--- src/common/xmp_map.vh ---
// Purpose: address map, field positions and timing counts of the external memory port
// Assumes: nibble-wide data memory space with 12-bit addresses
// Notes: definitions only
`ifndef XMP_MAP_VH
`define XMP_MAP_VH
// ----------------------------------------
// register addresses
// ----------------------------------------
`define XMP_ADDR_CTRL_LO 12'hFD2
`define XMP_ADDR_CTRL_HI 12'hFD3
`define XMP_ADDR_AL_LO 12'hFD4
`define XMP_ADDR_AL_HI 12'hFD5
`define XMP_ADDR_AM_LO 12'hFD6
`define XMP_ADDR_AM_HI 12'hFD7
`define XMP_ADDR_AH_LO 12'hFD8
`define XMP_ADDR_AH_HI 12'hFD9
`define XMP_ADDR_DAT_LO 12'hFDA
`define XMP_ADDR_DAT_HI 12'hFDB
// ----------------------------------------
// control fields
// ----------------------------------------
`define XMP_BIT_START 0
`define XMP_SEL_LSB 1
`define XMP_SEL_MSB 3
`define XMP_BIT_INC 4
`define XMP_CLK_LSB 5
`define XMP_CLK_MSB 6
`define XMP_BIT_DIR 7
`define XMP_CTRL_RESET 8'h00
`define XMP_ADDR_RESET 19'h00000
`define XMP_DATA_RESET 8'h00
`define XMP_SEL_LAST 3'h5
// ----------------------------------------
// timing
// ----------------------------------------
`define XMP_PHASES 3'h4
`define XMP_DIV_LAST_8 3'h7
`define XMP_DIV_LAST_4 3'h3
`define XMP_DIV_LAST_2 3'h1
`define XMP_DIV_LAST_1 3'h0
`endif

--- src/hw/xmp_clock_div.v ---
// Purpose: access clock tick generator for the external memory port
// Assumes: tick restarts whenever the access engine is idle
// Notes: one tick per access clock period
`timescale 1ns/1ns
`default_nettype none
`include "xmp_map.vh"
module xmp_clock_div
(
  input wire i_clock,
  input wire i_rst_n,
  input wire i_run, // high while an access is in progress
  input wire [1:0] i_clk_sel, // access clock code
  output reg o_tick // one-cycle pulse per access clock
);
  // ----------------------------------------
  // divider
  // ----------------------------------------
  reg [2:0] count; // cycles since last tick
  reg [2:0] last; // terminal count for the chosen ratio

  // decode ratio: 00 /8, 01 /4, 10 /2, 11 /1
  always @*
  begin
    case (i_clk_sel)
      2'h0: last = `XMP_DIV_LAST_8;
      2'h1: last = `XMP_DIV_LAST_4;
      2'h2: last = `XMP_DIV_LAST_2;
      default: last = `XMP_DIV_LAST_1;
    endcase
  end

  // free counter restarted when idle so every access has full phases
  always @(posedge i_clock)
  begin
    if (!i_rst_n || !i_run)
    begin
      count <= 3'h0;
      o_tick <= 1'b0;
    end
    else if (count >= last)
    begin
      count <= 3'h0;
      o_tick <= 1'b1;
    end
    else
    begin
      count <= count + 3'h1;
      o_tick <= 1'b0;
    end
  end
endmodule
`default_nettype wire

--- src/hw/xmp_port.v ---
// Purpose: register-driven single-access controller for external parallel memories
// Assumes: nibble-wide register port, synchronous inputs, one clock
// Notes: address and data pins are shared with the LCD segment drivers outside this block
// Function
// - six memory selects, one per device
// - eight data lines, nineteen address lines
// - direction bit: 0 read, 1 write
// - clock field divides system clock 8/4/2/1
// - auto-increment address after each access
// - select code 0-5 picks one select
// - read captures byte into data register
// - write drives data register onto bus
// - control written as two nibbles, low first
// - address and data pins shared with LCD
`timescale 1ns/1ns
`default_nettype none
`include "xmp_map.vh"
module xmp_port
(
  input wire i_clock,
  input wire i_rst_n,
  input wire [11:0] i_reg_addr, // nibble register address
  input wire i_reg_wr, // write strobe, one cycle
  input wire [3:0] i_reg_wdata, // nibble write data
  output reg [3:0] o_reg_rdata, // nibble read data, registered
  output reg [18:0] o_ext_address_bus, // memory address
  input wire [7:0] i_ext_data_bus, // data pins as seen
  output reg [7:0] o_ext_data_bus, // data pins driven value
  output reg o_ext_data_bus_oe, // high while driving data pins
  output reg o_read_strobe_n, // read strobe, low active
  output reg o_write_strobe_n, // write strobe, low active
  output reg [5:0] o_memory_select_outputs_n, // chip selects, low active
  output reg o_lcd_pins_busy // tells pin mux that shared pins belong to memory
);
  // ----------------------------------------
  // states
  // ----------------------------------------
  localparam ST_IDLE = 2'h0;
  localparam ST_SETUP = 2'h1; // address and select stable
  localparam ST_STROBE = 2'h2; // strobe active
  localparam ST_HOLD = 2'h3; // strobe released, hold lines

  reg [1:0] state; // engine state
  reg [1:0] next_state;
  reg [7:0] ext_mem_control; // control register
  reg [18:0] ext_addr; // ext_addr_low/mid/high packed
  reg [7:0] ext_data_byte; // data register
  reg [3:0] ctrl_low_pend; // low nibble waiting for high
  reg ctrl_low_valid; // low nibble written
  wire tick; // access clock tick
  wire busy; // access underway
  wire dir_write; // direction bit
  wire [2:0] sel_code; // select field
  wire [5:0] sel_onehot; // decoded select
  reg [3:0] rd_mux; // read data before register
  wire access_done; // last phase ends

  assign busy = (state != ST_IDLE);
  assign dir_write = ext_mem_control[`XMP_BIT_DIR];
  assign sel_code = ext_mem_control[`XMP_SEL_MSB:`XMP_SEL_LSB];
  assign access_done = (state == ST_HOLD) && tick;

  // ----------------------------------------
  // access clock
  // ----------------------------------------
  xmp_clock_div u_div
  (
    .i_clock(i_clock),
    .i_rst_n(i_rst_n),
    .i_run(busy),
    .i_clk_sel(ext_mem_control[`XMP_CLK_MSB:`XMP_CLK_LSB]),
    .o_tick(tick)
  );

  // ----------------------------------------
  // select decode
  // ----------------------------------------
  // one generate loop builds the one-hot; codes 6 and 7 select nothing
  genvar g;
  generate
    for (g = 0; g < 6; g = g + 1)
    begin : g_sel
      // one continuous driver per bit keeps each select bit single-sourced
      assign sel_onehot[g] = (sel_code == g);
    end
  endgenerate

  // ----------------------------------------
  // control register
  // ----------------------------------------
  // low nibble is held until the high nibble arrives, so the byte lands
  // at once; a high write with no low nibble pending keeps the old low fields
  always @(posedge i_clock)
  begin
    if (!i_rst_n)
    begin
      ext_mem_control <= `XMP_CTRL_RESET;
      ctrl_low_pend <= 4'h0;
      ctrl_low_valid <= 1'b0;
    end
    else
    begin
      // completion clears start; a write in the same cycle is ignored
      // because fields must not change during an access
      if (access_done)
      begin
        ext_mem_control[`XMP_BIT_START] <= 1'b0;
      end
      if (i_reg_wr && i_reg_addr == `XMP_ADDR_CTRL_LO)
      begin
        ctrl_low_pend <= i_reg_wdata;
        ctrl_low_valid <= 1'b1;
      end
      else if (i_reg_wr && i_reg_addr == `XMP_ADDR_CTRL_HI && !busy)
      begin
        // fields locked while busy; start only accepted when idle
        ext_mem_control <= {i_reg_wdata, (ctrl_low_valid ? ctrl_low_pend : ext_mem_control[3:0])};
        ctrl_low_valid <= 1'b0;
      end
    end
  end

  // ----------------------------------------
  // address and data registers
  // ----------------------------------------
  // software writes are ignored while busy so the engine owns them
  always @(posedge i_clock)
  begin
    if (!i_rst_n)
    begin
      ext_addr <= `XMP_ADDR_RESET;
      ext_data_byte <= `XMP_DATA_RESET;
    end
    else if (busy)
    begin
      if (state == ST_STROBE && tick && !dir_write)
      begin
        ext_data_byte <= i_ext_data_bus;
      end
      if (access_done && ext_mem_control[`XMP_BIT_INC])
      begin
        ext_addr <= ext_addr + 19'h00001;
      end
    end
    else if (i_reg_wr)
    begin
      case (i_reg_addr)
        `XMP_ADDR_AL_LO: ext_addr[3:0] <= i_reg_wdata;
        `XMP_ADDR_AL_HI: ext_addr[7:4] <= i_reg_wdata;
        `XMP_ADDR_AM_LO: ext_addr[11:8] <= i_reg_wdata;
        `XMP_ADDR_AM_HI: ext_addr[15:12] <= i_reg_wdata;
        `XMP_ADDR_AH_LO: ext_addr[18:16] <= i_reg_wdata[2:0];
        `XMP_ADDR_DAT_LO: ext_data_byte[3:0] <= i_reg_wdata;
        `XMP_ADDR_DAT_HI: ext_data_byte[7:4] <= i_reg_wdata;
        default: ext_addr <= ext_addr;
      endcase
    end
  end

  // ----------------------------------------
  // engine
  // ----------------------------------------
  // three access-clock phases: setup, strobe, hold, then back to idle
  always @*
  begin
    next_state = state;
    case (state)
      ST_IDLE:
      begin
        if (ext_mem_control[`XMP_BIT_START])
        begin
          next_state = ST_SETUP;
        end
      end
      ST_SETUP:
      begin
        if (tick)
        begin
          next_state = ST_STROBE;
        end
      end
      ST_STROBE:
      begin
        if (tick)
        begin
          next_state = ST_HOLD;
        end
      end
      ST_HOLD:
      begin
        if (tick)
        begin
          next_state = ST_IDLE;
        end
      end
      default: next_state = ST_IDLE;
    endcase
  end

  // state register
  always @(posedge i_clock)
  begin
    if (!i_rst_n)
    begin
      state <= ST_IDLE;
    end
    else
    begin
      state <= next_state;
    end
  end

  // ----------------------------------------
  // pins
  // ----------------------------------------
  // all pin outputs come from flops; selects idle high like the port latch
  always @(posedge i_clock)
  begin
    if (!i_rst_n)
    begin
      o_ext_address_bus <= `XMP_ADDR_RESET;
      o_ext_data_bus <= `XMP_DATA_RESET;
      o_ext_data_bus_oe <= 1'b0;
      o_read_strobe_n <= 1'b1;
      o_write_strobe_n <= 1'b1;
      o_memory_select_outputs_n <= 6'h3F;
      o_lcd_pins_busy <= 1'b0;
    end
    else
    begin
      o_ext_address_bus <= ext_addr;
      o_ext_data_bus <= ext_data_byte;
      o_ext_data_bus_oe <= (next_state != ST_IDLE) && dir_write;
      o_read_strobe_n <= !((next_state == ST_STROBE) && !dir_write);
      o_write_strobe_n <= !((next_state == ST_STROBE) && dir_write);
      o_memory_select_outputs_n <= (next_state != ST_IDLE) ? ~sel_onehot : 6'h3F;
      o_lcd_pins_busy <= (next_state != ST_IDLE);
    end
  end

  // ----------------------------------------
  // read back
  // ----------------------------------------
  // start bit reads as busy; unmapped addresses read zero
  always @*
  begin
    case (i_reg_addr)
      // start bit is or-ed in so a poll right after the start write never sees a false idle
      `XMP_ADDR_CTRL_LO: rd_mux = {ext_mem_control[3:1], busy | ext_mem_control[`XMP_BIT_START]};
      `XMP_ADDR_CTRL_HI: rd_mux = ext_mem_control[7:4];
      `XMP_ADDR_AL_LO: rd_mux = ext_addr[3:0];
      `XMP_ADDR_AL_HI: rd_mux = ext_addr[7:4];
      `XMP_ADDR_AM_LO: rd_mux = ext_addr[11:8];
      `XMP_ADDR_AM_HI: rd_mux = ext_addr[15:12];
      `XMP_ADDR_AH_LO: rd_mux = {1'b0, ext_addr[18:16]};
      `XMP_ADDR_DAT_LO: rd_mux = ext_data_byte[3:0];
      `XMP_ADDR_DAT_HI: rd_mux = ext_data_byte[7:4];
      default: rd_mux = 4'h0;
    endcase
  end

  // registered read data, valid the cycle after the address
  always @(posedge i_clock)
  begin
    if (!i_rst_n)
    begin
      o_reg_rdata <= 4'h0;
    end
    else
    begin
      o_reg_rdata <= rd_mux;
    end
  end
endmodule
`default_nettype wire

--- config.mk ---
export PLATFORM = sky130hd
export DESIGN_NAME = xmp_port
export DESIGN_NICKNAME = d
export VERILOG_FILES = /design/src/hw/xmp_clock_div.v /design/src/hw/xmp_port.v
export VERILOG_INCLUDE_DIRS = /design/src /design/src/common
export SDC_FILE = /design/constraint.sdc
export NUM_CORES = 1
export LEC_CHECK = 0
export BUFFER_PORTS_ARGS = -buffer_cell sky130_fd_sc_hd__buf_2
export CORE_ASPECT_RATIO = 1.2
export CORE_MARGIN = 1
export CORE_UTILIZATION = 45
export CTS_CLUSTER_DIAMETER = 40
export CTS_CLUSTER_SIZE = 12
export DETAILED_ROUTE_END_ITERATION = 10
export PLACE_DENSITY = 0.69
export SLEW_MARGIN = 20
export SYNTH_ARGS = -nofsm -noshare
export SYNTH_HDL_FRONTEND = slang
export SYNTH_SLANG_ARGS = --single-unit
--- constraint.sdc ---
create_clock -name i_clock -period 1.7 [get_ports i_clock]
set_clock_uncertainty 0.15 [all_clocks]
set_input_delay 0.17 -clock i_clock [delete_from_list [all_inputs] [get_ports i_clock]]
set_output_delay 0.17 -clock i_clock [all_outputs]
set_load 0.01 [all_outputs]
Word level (Yosys, flattened, before mapping) --
Index checks and enable logic that the tools add are counted.
Word-level totals: logic and storage cells 120, register bits after elaboration 87, bits of input ports 27
Operators by class: bitwise logic cells 3, $lt $le $gt $ge 1, add/sub/neg operators 2, reductions and logical operators 41, equal/unequal tests 23, mux-type cells 27
Operators by type and width (count):
- $eq 12x12->1 const B | 9
- $mux 19 | 3
- $pmux 4 s9 | 1
- $mux 4 | 6
- $mux 8 | 3
- $reduce_and 3->1 | 8
- $reduce_bool 2->1 | 11
- $add 19x1->19 const B | 1
- $logic_and 1x1->1 | 10
- $pmux 3 s3 | 1
- $eq 2x2->1 const B | 4
- $mux 2 | 4
- $pmux 2 s4 | 1
- $mux 1 | 7
- $eq 3x2->1 const B | 2
- $eq 3x3->1 const B | 2
- $not 6->6 | 1
- $logic_not 1->1 | 5
- $eq 2x1->1 const B | 2
- $logic_not 2->1 | 2
- $ne 2x1->1 const B | 2
- $reduce_and 2->1 | 2
- $add 3x1->3 const B | 1
- $eq 3x1->1 const B | 1
- other kinds (8) | 8

Depth between registers and ports, before layout --
Gate-level depths: netlist of the first run.
word-level depth 5, depth in mapped cells 7

Modules after synthesis --
A second synthesis of the first run with hierarchy kept.
Unflattened totals: cell total of the unflattened synthesis 476, area total of the unflattened synthesis 4111.4 um^2
Modules (own cells, without submodules):
- xmp_port | area each 3887.5 um^2, instances 1, cells each 453, seq. area each 1661.6 um^2
- xmp_clock_div | area each 224.0 um^2, instances 1, cells each 23, seq. area each 80.1 um^2

Worst setup path before layout of the first run --
OpenSTA, ideal clock, no wires.
path type register to register, start point register state[1], end point register ext_addr[15], setup time 0.117 ns, required time 1.433 ns, path buffers 1, path slack -0.055 ns, cell stages (with the launch flop) 7, arrival 1.488 ns, clock period less this slack 1.755 ns, cells stage by stage dfxtp_1 > buf_6 > and4_4 > a21o_4 > o21a_1 > a21bo_2 > a32o_1
Between the ends: word-level cells in the longest chain between the ends 5, elaborated cells between the ends (all ways) 9
RTL lines:
- from (decl) | line xmp_port.v:43 | reg [1:0] state;
- from (signal assigned) | line xmp_port.v:209 | state <= next_state;
- $eq 2x2->1 | line xmp_port.v:61 | assign access_done = (state == ST_HOLD) && tick;
- $logic_and 1x1->1 | line xmp_port.v:61
- $logic_and 1x1->1 | line xmp_port.v:140 | if (access_done && ext_mem_control[`XMP_BIT_INC])
- $ne 2x1->1 (no line)
- $reduce_and 3->1 (no line)
- to (signal assigned) | line xmp_port.v:142 | ext_addr <= ext_addr + 19'h00001;
- to (signal assigned) | line xmp_port.v:151 | `XMP_ADDR_AM_HI: ext_addr[15:12] <= i_reg_wdata;
- to (signal assigned) | line xmp_port.v:155 | default: ext_addr <= ext_addr;
- to (decl) | line xmp_port.v:46 | reg [18:0] ext_addr;
Several ways; a longest one is shown, not always the timed one. A chain may end at the register's enable or synchronous reset.

Final worst setup path of the first run --
start point register ext_addr[12], end point register ext_addr[17]
Between the ends: word-level cells in the longest chain between the ends 3
RTL lines:
- from (signal assigned) | line xmp_port.v:131 | ext_addr <= `XMP_ADDR_RESET;
- from (signal assigned) | line xmp_port.v:142
- from (signal assigned) | line xmp_port.v:151
- $add 19x1->19 | line xmp_port.v:142
- $mux 19 | line xmp_port.v:140
- $mux 19 | line xmp_port.v:134 | else if (busy)
No other way between the ends. The select of a mux whose other input is x is not followed.

==> run summary, run 1 <==
Iter 0 DRT Violations = 217
DRC viols = 0
Crit Path Category = reg2reg
Worst setup margin = 36.2 ps
Pwr per Cell Area = 705 nW/um2
TritonCTS clock tree = yes
Crit-path leading delay family = simple AND/OR/NAND/NOR gates
Root buf cell = clkbuf_8
RSZ-0062 raised after global routing = true
Max incr delay on CP = 410 ps
Nets = 621
Global route overflow = 0
Slew Limit Fails = 0
Measured slew at the worst slew-check pin = 487 ps
Leak = 2.40 nW
Async SR Flop Fraction = 0%
Initial Util = 46.6%
Core ar. = 8660 um2
All-layer global routing usage = 26.5%
Share of layout cells above drive strength 1 = 41.8%
Ant. Diodes = 0
Outcome = complete, no violations
Vias per cell = 5.56
Clk pin slew, worst setup/hold paths = 80 ps
Pin count of the biggest net entering global routing = 21
Port bufs = 67
Io pins = 68
WL final = 12100 um
Final Non-Filler Cells = 711
Die Width = 88.4 um
Final HPWL DP = 8770 um
Peak VDD IR = 409 uV
CP Max Fanout = 5
TritonRoute pass-1 iters = 4
Critical Path RT = 1840 ps
Synth area leaders = dfxtp_1, nand2_1, and2_1
Htree depth = 3
Leading area contributor after synthesis = dfxtp_1
Area Overhead vs Synth = 37.1%
Crit path cell chain = inv_1, nor4_2, nand4_1, o31a_1, o22ai_1
Post-synth cell types = 69
Clk buf depth = 2
Crit path DAT = 1810 ps
Synth top cells by count = dfxtp_1, nand2_1, nor2_1, and2_1, a21oi_1
Seq/Total Area, Yosys = 43.2%
Hold Path Class = in2reg
Clock sinks = 87
Global-route wire length before repair = 18700 um
Num rows = 37
Synthesized area = 4030 um2
Flop2flop setup slack = 40 ps
Fill cell count = 736
Yosys warning total = 0
Buf/Inv on CP = 1
Slowest cell on the critical path = dfxtp_1
Top-area cell type share of the netlist area = 43.2%
Max Freq = 0.601 GHz
DR WL/cell = 17.0 um
Initial antenna violation count = 0
Final Power = 3.90 mW
Final ANT Viol Nets = 0
CTS Buf Count = 9
Max-capacitance violation count = 0
EDFF count, synth = 0
Syn avg cell area = 9.17 um2
Min Tclk post-route = 1660 ps
Clk Latency, worst-skew pair = 370 ps
Post-Place Cell Area = 5060 um2
Crit. End Element = flop
Routability Congestion = 0.964
Final Cell Area = 5530 um2
Layout Utilization = 63.9%
Via count = 3951
Most common cell in the synthesized netlist = dfxtp_1
Startpoint types = flop
Post-Syn Instances = 440
Tcrit/Tclk final = 97.9%
Place WS = -181 ps
Synthesis-stage register bit count = 87
Net Count, Synth = 472
Setup-failing EPs final = 0
Die Y = 106 um
Most used DFF post-synth = dfxtp_1
Vias in the first global route = 3794
Slew margin rel. = 67.2%
Placed cell count = 688
Area of the die = 9350 um2
Fin. Hold Viols = 0
[cell usage in the layout (no fill, tap or decap), types with 8 or more instances in the layout]
| cell | instances |
|---|---|
| a22o_1 | 10 |
| dfxtp_2 | 8 |
| nor2_1 | 36 |
| and2_1 | 23 |
| nand2_1 | 40 |
| buf_2 | 68 |
| mux2_2 | 10 |
| buf_4 | 83 |
| o21ai_0 | 10 |
| inv_1 | 13 |
| dfxtp_1 | 77 |
| nand4_1 | 8 |
| a21oi_1 | 21 |
| a31oi_1 | 9 |
| mux2i_1 | 15 |
| clkbuf_8 | 10 |
| nand3_1 | 15 |
[per-stage QoR]
stage                     setup TNS, ps  hold slack (ps)
after floorplan                       0              164
after global placement            -1600              283
after detailed placement          -2350              295
after CTS                         -2.03             4.17
after global routing               -226             35.8
final                                 0             18.2
[logic make-up after synthesis]
group                      after synthesis  synth area share, %
and+or+nand+nor                        185                 26.2
muxes                                   25                 6.51
adders and majority gates                5                 1.55
xor gates and xnor gates                 2                0.434
AOI/OAI and AO/OA                      100                 17.6
DFF                                     87                 43.2
buffers and inverters                   36                 4.50
[state kept, by name, indices dropped and copies added, names as in the netlist, 2 cells and up]
signal                     count
o_memory_select_outputs_n      6
o_reg_rdata                    4
u_div.count                    3
ext_mem_control                8
state                          2
ctrl_low_pend                  4
ext_data_byte                  8
ext_addr                      19
o_ext_data_bus                 8
o_ext_address_bus             19
[area by class of cell]
| class | count | area, um2 | area share, % |
|---|---|---|---|
| Multi-Input combinational cell | 318 | 2280 | 41.2 |
| Sequential cell | 87 | 1760 | 31.8 |
| Timing Repair Buffer | 160 | 1080 | 19.5 |
| Tap cell | 117 | 146 | 2.65 |
| Clock buffer | 11 | 141 | 2.56 |
| Clock inverter | 5 | 81.3 | 1.47 |
| Inverter | 13 | 48.8 | 0.883 |
[layer usage]
| metal | vias to the layer above | wire length, um | GRT usage, % |
|---|---|---|---|
| li1 | 1889 | - | - |
| met1 | 1849 | 5200 | 33.9 |
| met2 | 178 | 5770 | 42.4 |
| met3 | 35 | 670 | 4.15 |
| met4 | 0 | 472 | 13.6 |
| met5 | - | 0 | 0 |
[worst paths after layout]
path / cells after the start / from / end
setup / recovery: 5 / ext_addr[12] / ext_addr[17]
hold / removal: 2 / i_rst_n / o_read_strobe_n
setup reg to reg: 5 / ext_addr[12] / ext_addr[17]
hold reg to reg: 1 / u_div.count[0] / u_div.count[0]
[report_power, final]
part	internal, mW	leakage (nW)	switching [mW]
sequential	2.03	0.706	0.0000956
combinational	0.107	1.58	0.141
clock	0.868	0.110	0.750
[timing repair]
action                                  4_1_cts  5_1_grt
resized for setup                            17       36
endpoints found under the hold margin         2        0
gates cloned                                  0        2
endpoints found under the setup margin       30       39
hold buffers                                  1        0
pin swaps                                     0       16
buffers inserted                              0        4
Power figures use the tool's default switching activity.
==> run 2: changes to the inputs <==
- ABC_AREA: default -> 1
- GPL_TIMING_DRIVEN: default -> 0
==> run 2 against run 1 <==
  * Global-route usage shrank 1.3 points
  * First-iteration DRC count rose by 12%
  * Clock power shrank 16%
  * Flip-flop and latch count did not move
  * Final cell count is 14% higher
  * Sequential power about the same
  * Non-clock buffer count down 71
  * Worst hold slack lost 12 ps
  * Sequential share of layout area is 3.4 points higher
  * Critical path type unchanged
==> run summary, run 2 <==
Outcome = complete, no violations
Setup-failing EPs final = 0 (unchanged)
Leak = 2.37 nW (-1.1%)
Initial Util = 46.1% (-0.49 points)
TritonCTS clock tree = yes
Htree depth = 3 (unchanged)
WP depth = 8 (+3)
Share of layout cells above drive strength 1 = 23.1% (-19 points)
Critical Path RT = 1850 ps (about the same)
Crit. End Element = flop
CTS Buf Count = 9 (unchanged)
Core ar. = 8990 um2 (+3.8%)
Crit Path Category = reg2reg
Global route overflow = 0 (unchanged)
Placed cell count = 789 (+15%)
Measured slew at the worst slew-check pin = 593 ps (+105 ps)
Nets = 720 (+16%)
Most used DFF post-synth = dfxtp_1
Synthesis-stage register bit count = 87 (unchanged)
Final ANT Viol Nets = 0 (unchanged)
Synth area leaders = dfxtp_1, nand2_1, nor2_1
Routability Congestion = 0.991 (+2.8%)
Final Power = 3.57 mW (-8.5%)
Crit path cell chain = inv_2, nand2_4, inv_4, buf_6, nand2_2, inv_1, a21oi_1, a22oi_1
Ant. Diodes = 0 (unchanged)
Flop2flop setup slack = 80 ps (+50 ps)
Pwr per Cell Area = 712 nW/um2 (+0.92%)
Syn avg cell area = 6.88 um2 (-25%)
Global-route wire length before repair = 18000 um (-3.5%)
Clk Latency, worst-skew pair = 380 ps (about the same)
Most common cell after layout, fill and taps aside = nand2_1
All-layer global routing usage = 25.2% (-1.3 points)
CP endpoint = ext_addr[0]
DR WL/cell = 14.2 um (-17%)
Leading area contributor after synthesis = dfxtp_1
Most common cell in the synthesized netlist = nand2_1
Clk buf depth = 2 (unchanged)
Top-area cell type share of the netlist area = 42.0% (-1.1 points)
Buf/Inv on CP = 4 (+3)
Clk pin slew, worst setup/hold paths = 90 ps (about the same)
Max incr delay on CP = 330 ps (-80 ps)
Io pins = 68 (unchanged)
R2R depth = 8 (+3)
Final HPWL DP = 8920 um (+1.7%)
Area of the die = 9600 um2 (+2.6%)
Async SR Flop Fraction = 0% (unchanged)
Die Y = 107 um (+1.3%)
Seq/Total Area, Yosys = 42.0% (-1.1 points)
WL final = 11600 um (-4.6%)
EDFF count, synth = 0 (unchanged)
FF-to-FF Start = state[0]
Slew Limit Fails = 0 (unchanged)
Hold Path Class = in2reg
Commonest cells after routing, fill and taps aside = nand2_1, nor2_1, inv_1
Root buf cell = clkbuf_8
Post-Syn Instances = 602 (+37%)
Iter 0 DRT Violations = 242 (+12%)
Layout Utilization = 55.8% (-8.1 points)
Crit-path leading delay family = buffers and inverters
Startpoint types = flop
Via count = 4154 (+5.1%)
CP startpoint = state[0]
Fin. Hold Viols = 0 (unchanged)
Min Tclk post-route = 1620 ps (-46.0 ps)
Final Non-Filler Cells = 813 (+14%)
Synth top cells by count = nand2_1, dfxtp_1, nor2_1, inv_1, nand3_1
Initial antenna violation count = 0 (unchanged)
Port bufs = 67 (unchanged)
TritonRoute pass-1 iters = 5 (+1)
Top Registers = ext_addr x19, o_ext_address_bus x19
Yosys warning total = 0 (unchanged)
Peak VDD IR = 429 uV (+4.9%)
DRC viols = 0 (unchanged)
Synthesized area = 4140 um2 (+2.7%)
Max Freq = 0.618 GHz (+2.8%)
Slew margin rel. = 60.5% (-6.7 points)
Num rows = 38 (+2.7%)
Pin count of the biggest net entering global routing = 17 (-19%)
Post-synth cell types = 40 (-42%)
FF-to-FF End = ext_addr[0]
Vias per cell = 5.11 (-8.1%)
Clock sinks = 87 (unchanged)
Vias in the first global route = 3873 (+2.1%)
Crit path DAT = 1760 ps (-50 ps)
Max-capacitance violation count = 0 (unchanged)
Tcrit/Tclk final = 95.2% (-2.7 points)
Area Overhead vs Synth = 21.1%
Net Count, Synth = 634 (+34%)
Slowest cell on the critical path = dfxtp_1
CP Max Fanout = 10 (+5)
Die Width = 89.6 um (+1.3%)
[run 2: cell count changes after synthesis, sizes merged, moves of 10 or more]
cell / previous run / this run
a21oi: 25 / 35
o21ai: 13 / 49
nand2: 43 / 145
and2: 25 / 1
nor2: 42 / 97
a22o: 10 / 0
inv: 13 / 90
mux2: 10 / 0
nand3: 20 / 43
mux2i: 15 / 0
[run 2: kinds of logic (layout without fill, tap and decap cells)]
| family | Yosys count | in the layout | share of synthesized area (%) |
|---|---|---|---|
| simple gates | 304 | 304 | 31.8 |
| buf+inv | 106 | 197 | 10.2 |
| compound gates | 96 | 96 | 13.6 |
| flops | 87 | 87 | 42.0 |
| fa+ha+maj | 5 | 5 | 1.51 |
| xor+xnor | 4 | 4 | 0.846 |
[run 2: final cells by class]
cell class                 count  area, um2
fill                         893       3970
clock buffer                   9        124
clock inverter                 7       55.1
sequential                    87       1760
buffer                        14       80.1
multi-input combinational    409       2090
tap                          120        150
timing repair buffer          75        408
inverter                      92        348
[run 2: repair_timing]
item                       4_1_cts  5_1_grt
pin swaps                        0        5
setup endpoints to repair        9       24
gates resized for setup          7       35
buffers inserted                 0        3
hold buffers                     5        0
hold endpoints to repair         9        0
[run 2: worst min-delay path, cell delays in order]
cell and delay, ps:
buf_2 80, nand2_1 40, nand2_1 50, o21ai_1 60, nor2_1 90
[run 2: how the worst min path moves through the flow]
stage	end	slack (ps)	cells after the start	start
floorplan	ext_mem_control[4]	150	2	i_reg_wdata[0]
global placement	u_div.count[0]	280	1	u_div.count[0]
detailed placement	u_div.count[0]	290	1	u_div.count[0]
CTS	ext_data_byte[6]	9	5	i_ext_data_bus[6]
global route	ext_data_byte[1]	20	5	i_ext_data_bus[1]
finish	ext_data_byte[7]	7	5	i_ext_data_bus[7]
[run 2: metal layers]
| metal | track usage [%] | wire (um) |
|---|---|---|
| met5 | 0 | 0 |
| met4 | 13.8 | 453 |
| met2 | 45.3 | 6100 |
| met3 | 5.23 | 681 |
| met1 | 26.7 | 4320 |
[run 2: power breakdown]
part / switching, mW / internal (mW) / total [mW]
registers: 0.000255 / 2.03 / 2.03
clock network: 0.811 / 0.551 / 1.36
logic: 0.117 / 0.0585 / 0.175
total: 0.928 / 2.64 / 3.57
[run 2: stage by stage]
| stage | instance area [um2] | setup WS [ps] | TNS (ps) | hold WS [ps] |
|---|---|---|---|---|
| 2_1_floorplan | 4140 | 193 | 0 | 155 |
| 3_3_place_gp | 4630 | -69.0 | -199 | 280 |
| 3_5_place_dp | 4630 | -100 | -357 | 291 |
| 4_1_cts | 4870 | -5.25 | -5.25 | 8.53 |
| 5_1_grt | 5010 | -21.7 | -25.4 | 20.6 |
| 6_report | 5010 | 82.1 | 0 | 6.58 |
==> run 3: changes to the inputs <==
--- a/config.mk
+++ b/config.mk
@@ -8,4 +8,4 @@
 export LEC_CHECK = 0
-export ABC_AREA = 1
 export BUFFER_PORTS_ARGS = -buffer_cell sky130_fd_sc_hd__buf_2
+export CAP_MARGIN = 40
 export CORE_ASPECT_RATIO = 1.2
--- a/constraint.sdc
+++ b/constraint.sdc
@@ -4,2 +4,2 @@
 set_output_delay 0.17 -clock i_clock [all_outputs]
-set_load 0.01 [all_outputs]
+set_load 0.05 [all_outputs]
==> run 3 against run 2 <==
  * Fmax decreased by 11%
  * Worst hold slack improved by 12 ps
  * Global-route usage rose by 2.8 points
  * The run now ends with negative setup slack left
  * Via count fell by 5.0%
  * Die area is 2.6% lower
  * Register-to-register slack lost 200 ps
  * Clock power rose by 3%
  * Critical path type unchanged
  * Sequential share of layout area is 2.9 points lower
  * Flip-flop and latch count stayed put
==> run summary, run 3 (synthesis results as in run 1) <==
Final HPWL DP = 8210 um (-8.0%)
Num rows = 37 (-2.6%)
Clk pin slew, worst setup/hold paths = 90 ps (about the same)
Vias in the first global route = 3817 (-1.4%)
WP depth = 5 (-3)
Violated checks = negative setup slack
Area Overhead vs Synth = 37.1%
Hold_sp = i_rst_n
Crit path cell chain = inv_1, nor4_2, nand4_1, o31a_1, o22ai_2
Via count = 3945 (-5.0%)
WL final = 12800 um (+10%)
Min Tclk post-route = 1810 ps (+196 ps)
Die Y = 106 um (-1.3%)
Share of layout cells above drive strength 1 = 42.9% (+20 points)
Measured slew at the worst slew-check pin = 658 ps (+65.2 ps)
Global route overflow = 0 (unchanged)
Initial Util = 46.6% (+0.49 points)
Crit-path leading delay family = simple AND/OR/NAND/NOR gates
Nets = 584 (-19%)
Met2 usage = 45.5% (+0.20 points)
CTS Buf Count = 9 (unchanged)
Max incr delay on CP = 400 ps (+70 ps)
Pin count of the biggest net entering global routing = 17 (unchanged)
Slowest cell on the critical path = dfxtp_4
Max-capacitance violation count = 0 (unchanged)
Routability Congestion = 0.942 (-5.0%)
Startpoint types = flop
All-layer global routing usage = 28.1% (+2.8 points)
Slew Limit Fails = 0 (unchanged)
Tcrit/Tclk final = 107% (+12 points)
TritonRoute pass-1 iters = 5 (unchanged)
Crit path DAT = 1970 ps (+210 ps)
Clk Latency, worst-skew pair = 380 ps (about the same)
TritonCTS clock tree = yes
Final Power = 3.66 mW (+2.5%)
Worst setup margin = -114 ps (-196 ps)
Final ANT Viol Nets = 0 (unchanged)
Setup TNS = -907 ps (-907 ps)
Io pins = 68 (unchanged)
Initial antenna violation count = 0 (unchanged)
Flop2flop setup slack = -110 ps (-200 ps)
Buf/Inv on CP = 1 (-3)
GR Layer Usage met3 = 6.03% (+0.79 points)
Core ar. = 8660 um2 (-3.7%)
Outcome = complete, but fails checks
RSZ-0062 raised after global routing = true
Layer with the highest usage = met2
Commonest cells after routing, fill and taps aside = dfxtp_1, buf_2, nand2_1
Root buf cell = clkbuf_8
Vias per cell = 5.85 (+15%)
Slew margin rel. = 56.1% (-4.3 points)
Leak = 2.30 nW (-3.3%)
Hold Path Class = in2reg
Most common cell after layout, fill and taps aside = dfxtp_1
Peak VDD IR = 382 uV (-11%)
Area of the die = 9350 um2 (-2.6%)
Ant. Diodes = 0 (unchanged)
Htree depth = 3 (unchanged)
Place WS = -404 ps (-304 ps)
DRC viols = 0 (unchanged)
Global-route wire length before repair = 19500 um (+8.5%)
DR WL/cell = 18.9 um (+33%)
Setup-failing EPs final = 23 (+23)
Fin. Hold Viols = 0 (unchanged)
Port bufs = 65 (-3.0%)
Placed cell count = 622 (-21%)
Fill cell count = 733 (-18%)
CP Max Fanout = 7 (-3)
FF-to-FF End = ext_addr[17]
Clk buf depth = 2 (unchanged)
GR Layer Usage met1 = 33.5% (+6.8 points)
Pwr per Cell Area = 661 nW/um2 (-7.1%)
Critical Path RT = 1860 ps (about the same)
FF-to-FF Start = ext_addr[12]
Iter 0 DRT Violations = 314 (+30%)
Hold Crit Depth = 2 (-3)
Crit Path Category = reg2reg
Crit. End Element = flop
Final Non-Filler Cells = 674 (-17%)
Max Freq = 0.551 GHz (-11%)
Hold Crit Endpoint = o_lcd_pins_busy
R2R depth = 5 (-3)
Top Registers = ext_addr x19, o_ext_address_bus x19
Die Width = 88.4 um (-1.3%)
Clock sinks = 87 (unchanged)
## run 3: cell types whose count changed in the layout (fill, tap and decap cells not counted), moves of 9 or more
cell,before,now
nand2_1,137,32
inv_1,79,13
nor2_1,81,31
nand3_1,38,11
buf_4,6,31
and2_1,1,24
o21ai_0,31,8
a21oi_1,29,12
mux2i_1,0,15
o21ai_1,14,2
a22o_1,0,10
inv_2,10,0
a21oi_2,1,10
## run 3: what timing repair did
action / CTS / global route
setup endpoints to repair: 39 / 49
pin swaps: 15 / 35
gates resized for setup: 62 / 72
hold buffers: 2 / 0
setup buffers: 23 / 11
endpoints found under the hold margin: 4 / 0
cloned: 1 / 1
## run 3: cell type report
class,instances,area [um2],share of cell area [%]
well taps,117,146,2.65
clock inverters,6,51.3,0.927
repair buffers,103,673,12.2
clock buffers,10,138,2.49
plain buffers,21,160,2.90
multi-input cells,317,2530,45.8
inverters,13,48.8,0.882
flip-flops and latches,87,1780,32.2
## run 3: per-layer routing
layer,vias up,wire length [um]
li1,1825,-
met1,1837,4990
met2,219,6200
met3,64,938
met4,0,618
met5,-,0
## run 3: how the worst max path moves through the flow
stage / startpoint / to / slack (ps)
2_1_floorplan: state[0] / ext_addr[7] / 4
4_1_cts: state[1] / ext_data_byte[0] / -30
5_1_grt: ext_addr[12] / ext_addr[17] / -160
3_3_place_gp: i_reg_addr[5] / ext_addr[11] / -450
3_5_place_dp: i_reg_addr[5] / ext_addr[11] / -400
6_report: ext_addr[12] / ext_addr[17] / -110
## run 3: worst reg2reg max path: cells and delay by family (launching register included)
family                 cells  cell delay (ps)
and+or+nand+nor            2              550
DFF                        1              400
AOI/OAI and AO/OA          2              520
buffers and inverters      1              130
## run 3: through the flow
stage / cell area [um2] / utilization, % / hold WS, ps
final: 5530 / 63.9 / 18.1
after global routing: 5530 / 63.9 / 16.8
after CTS: 5160 / 59.6 / 25.5
after detailed placement: 4510 / 52.1 / 299
after global placement: 4510 / 52.1 / 283
after floorplan: 4040 / - / 164
## run 3: where the power goes
group	switching, mW	leakage (nW)	internal (mW)
Combinational	0.155	1.49	0.0835
Sequential	0.000142	0.712	2.02
Clock	0.807	0.0935	0.589
Total	0.962	2.30	2.69
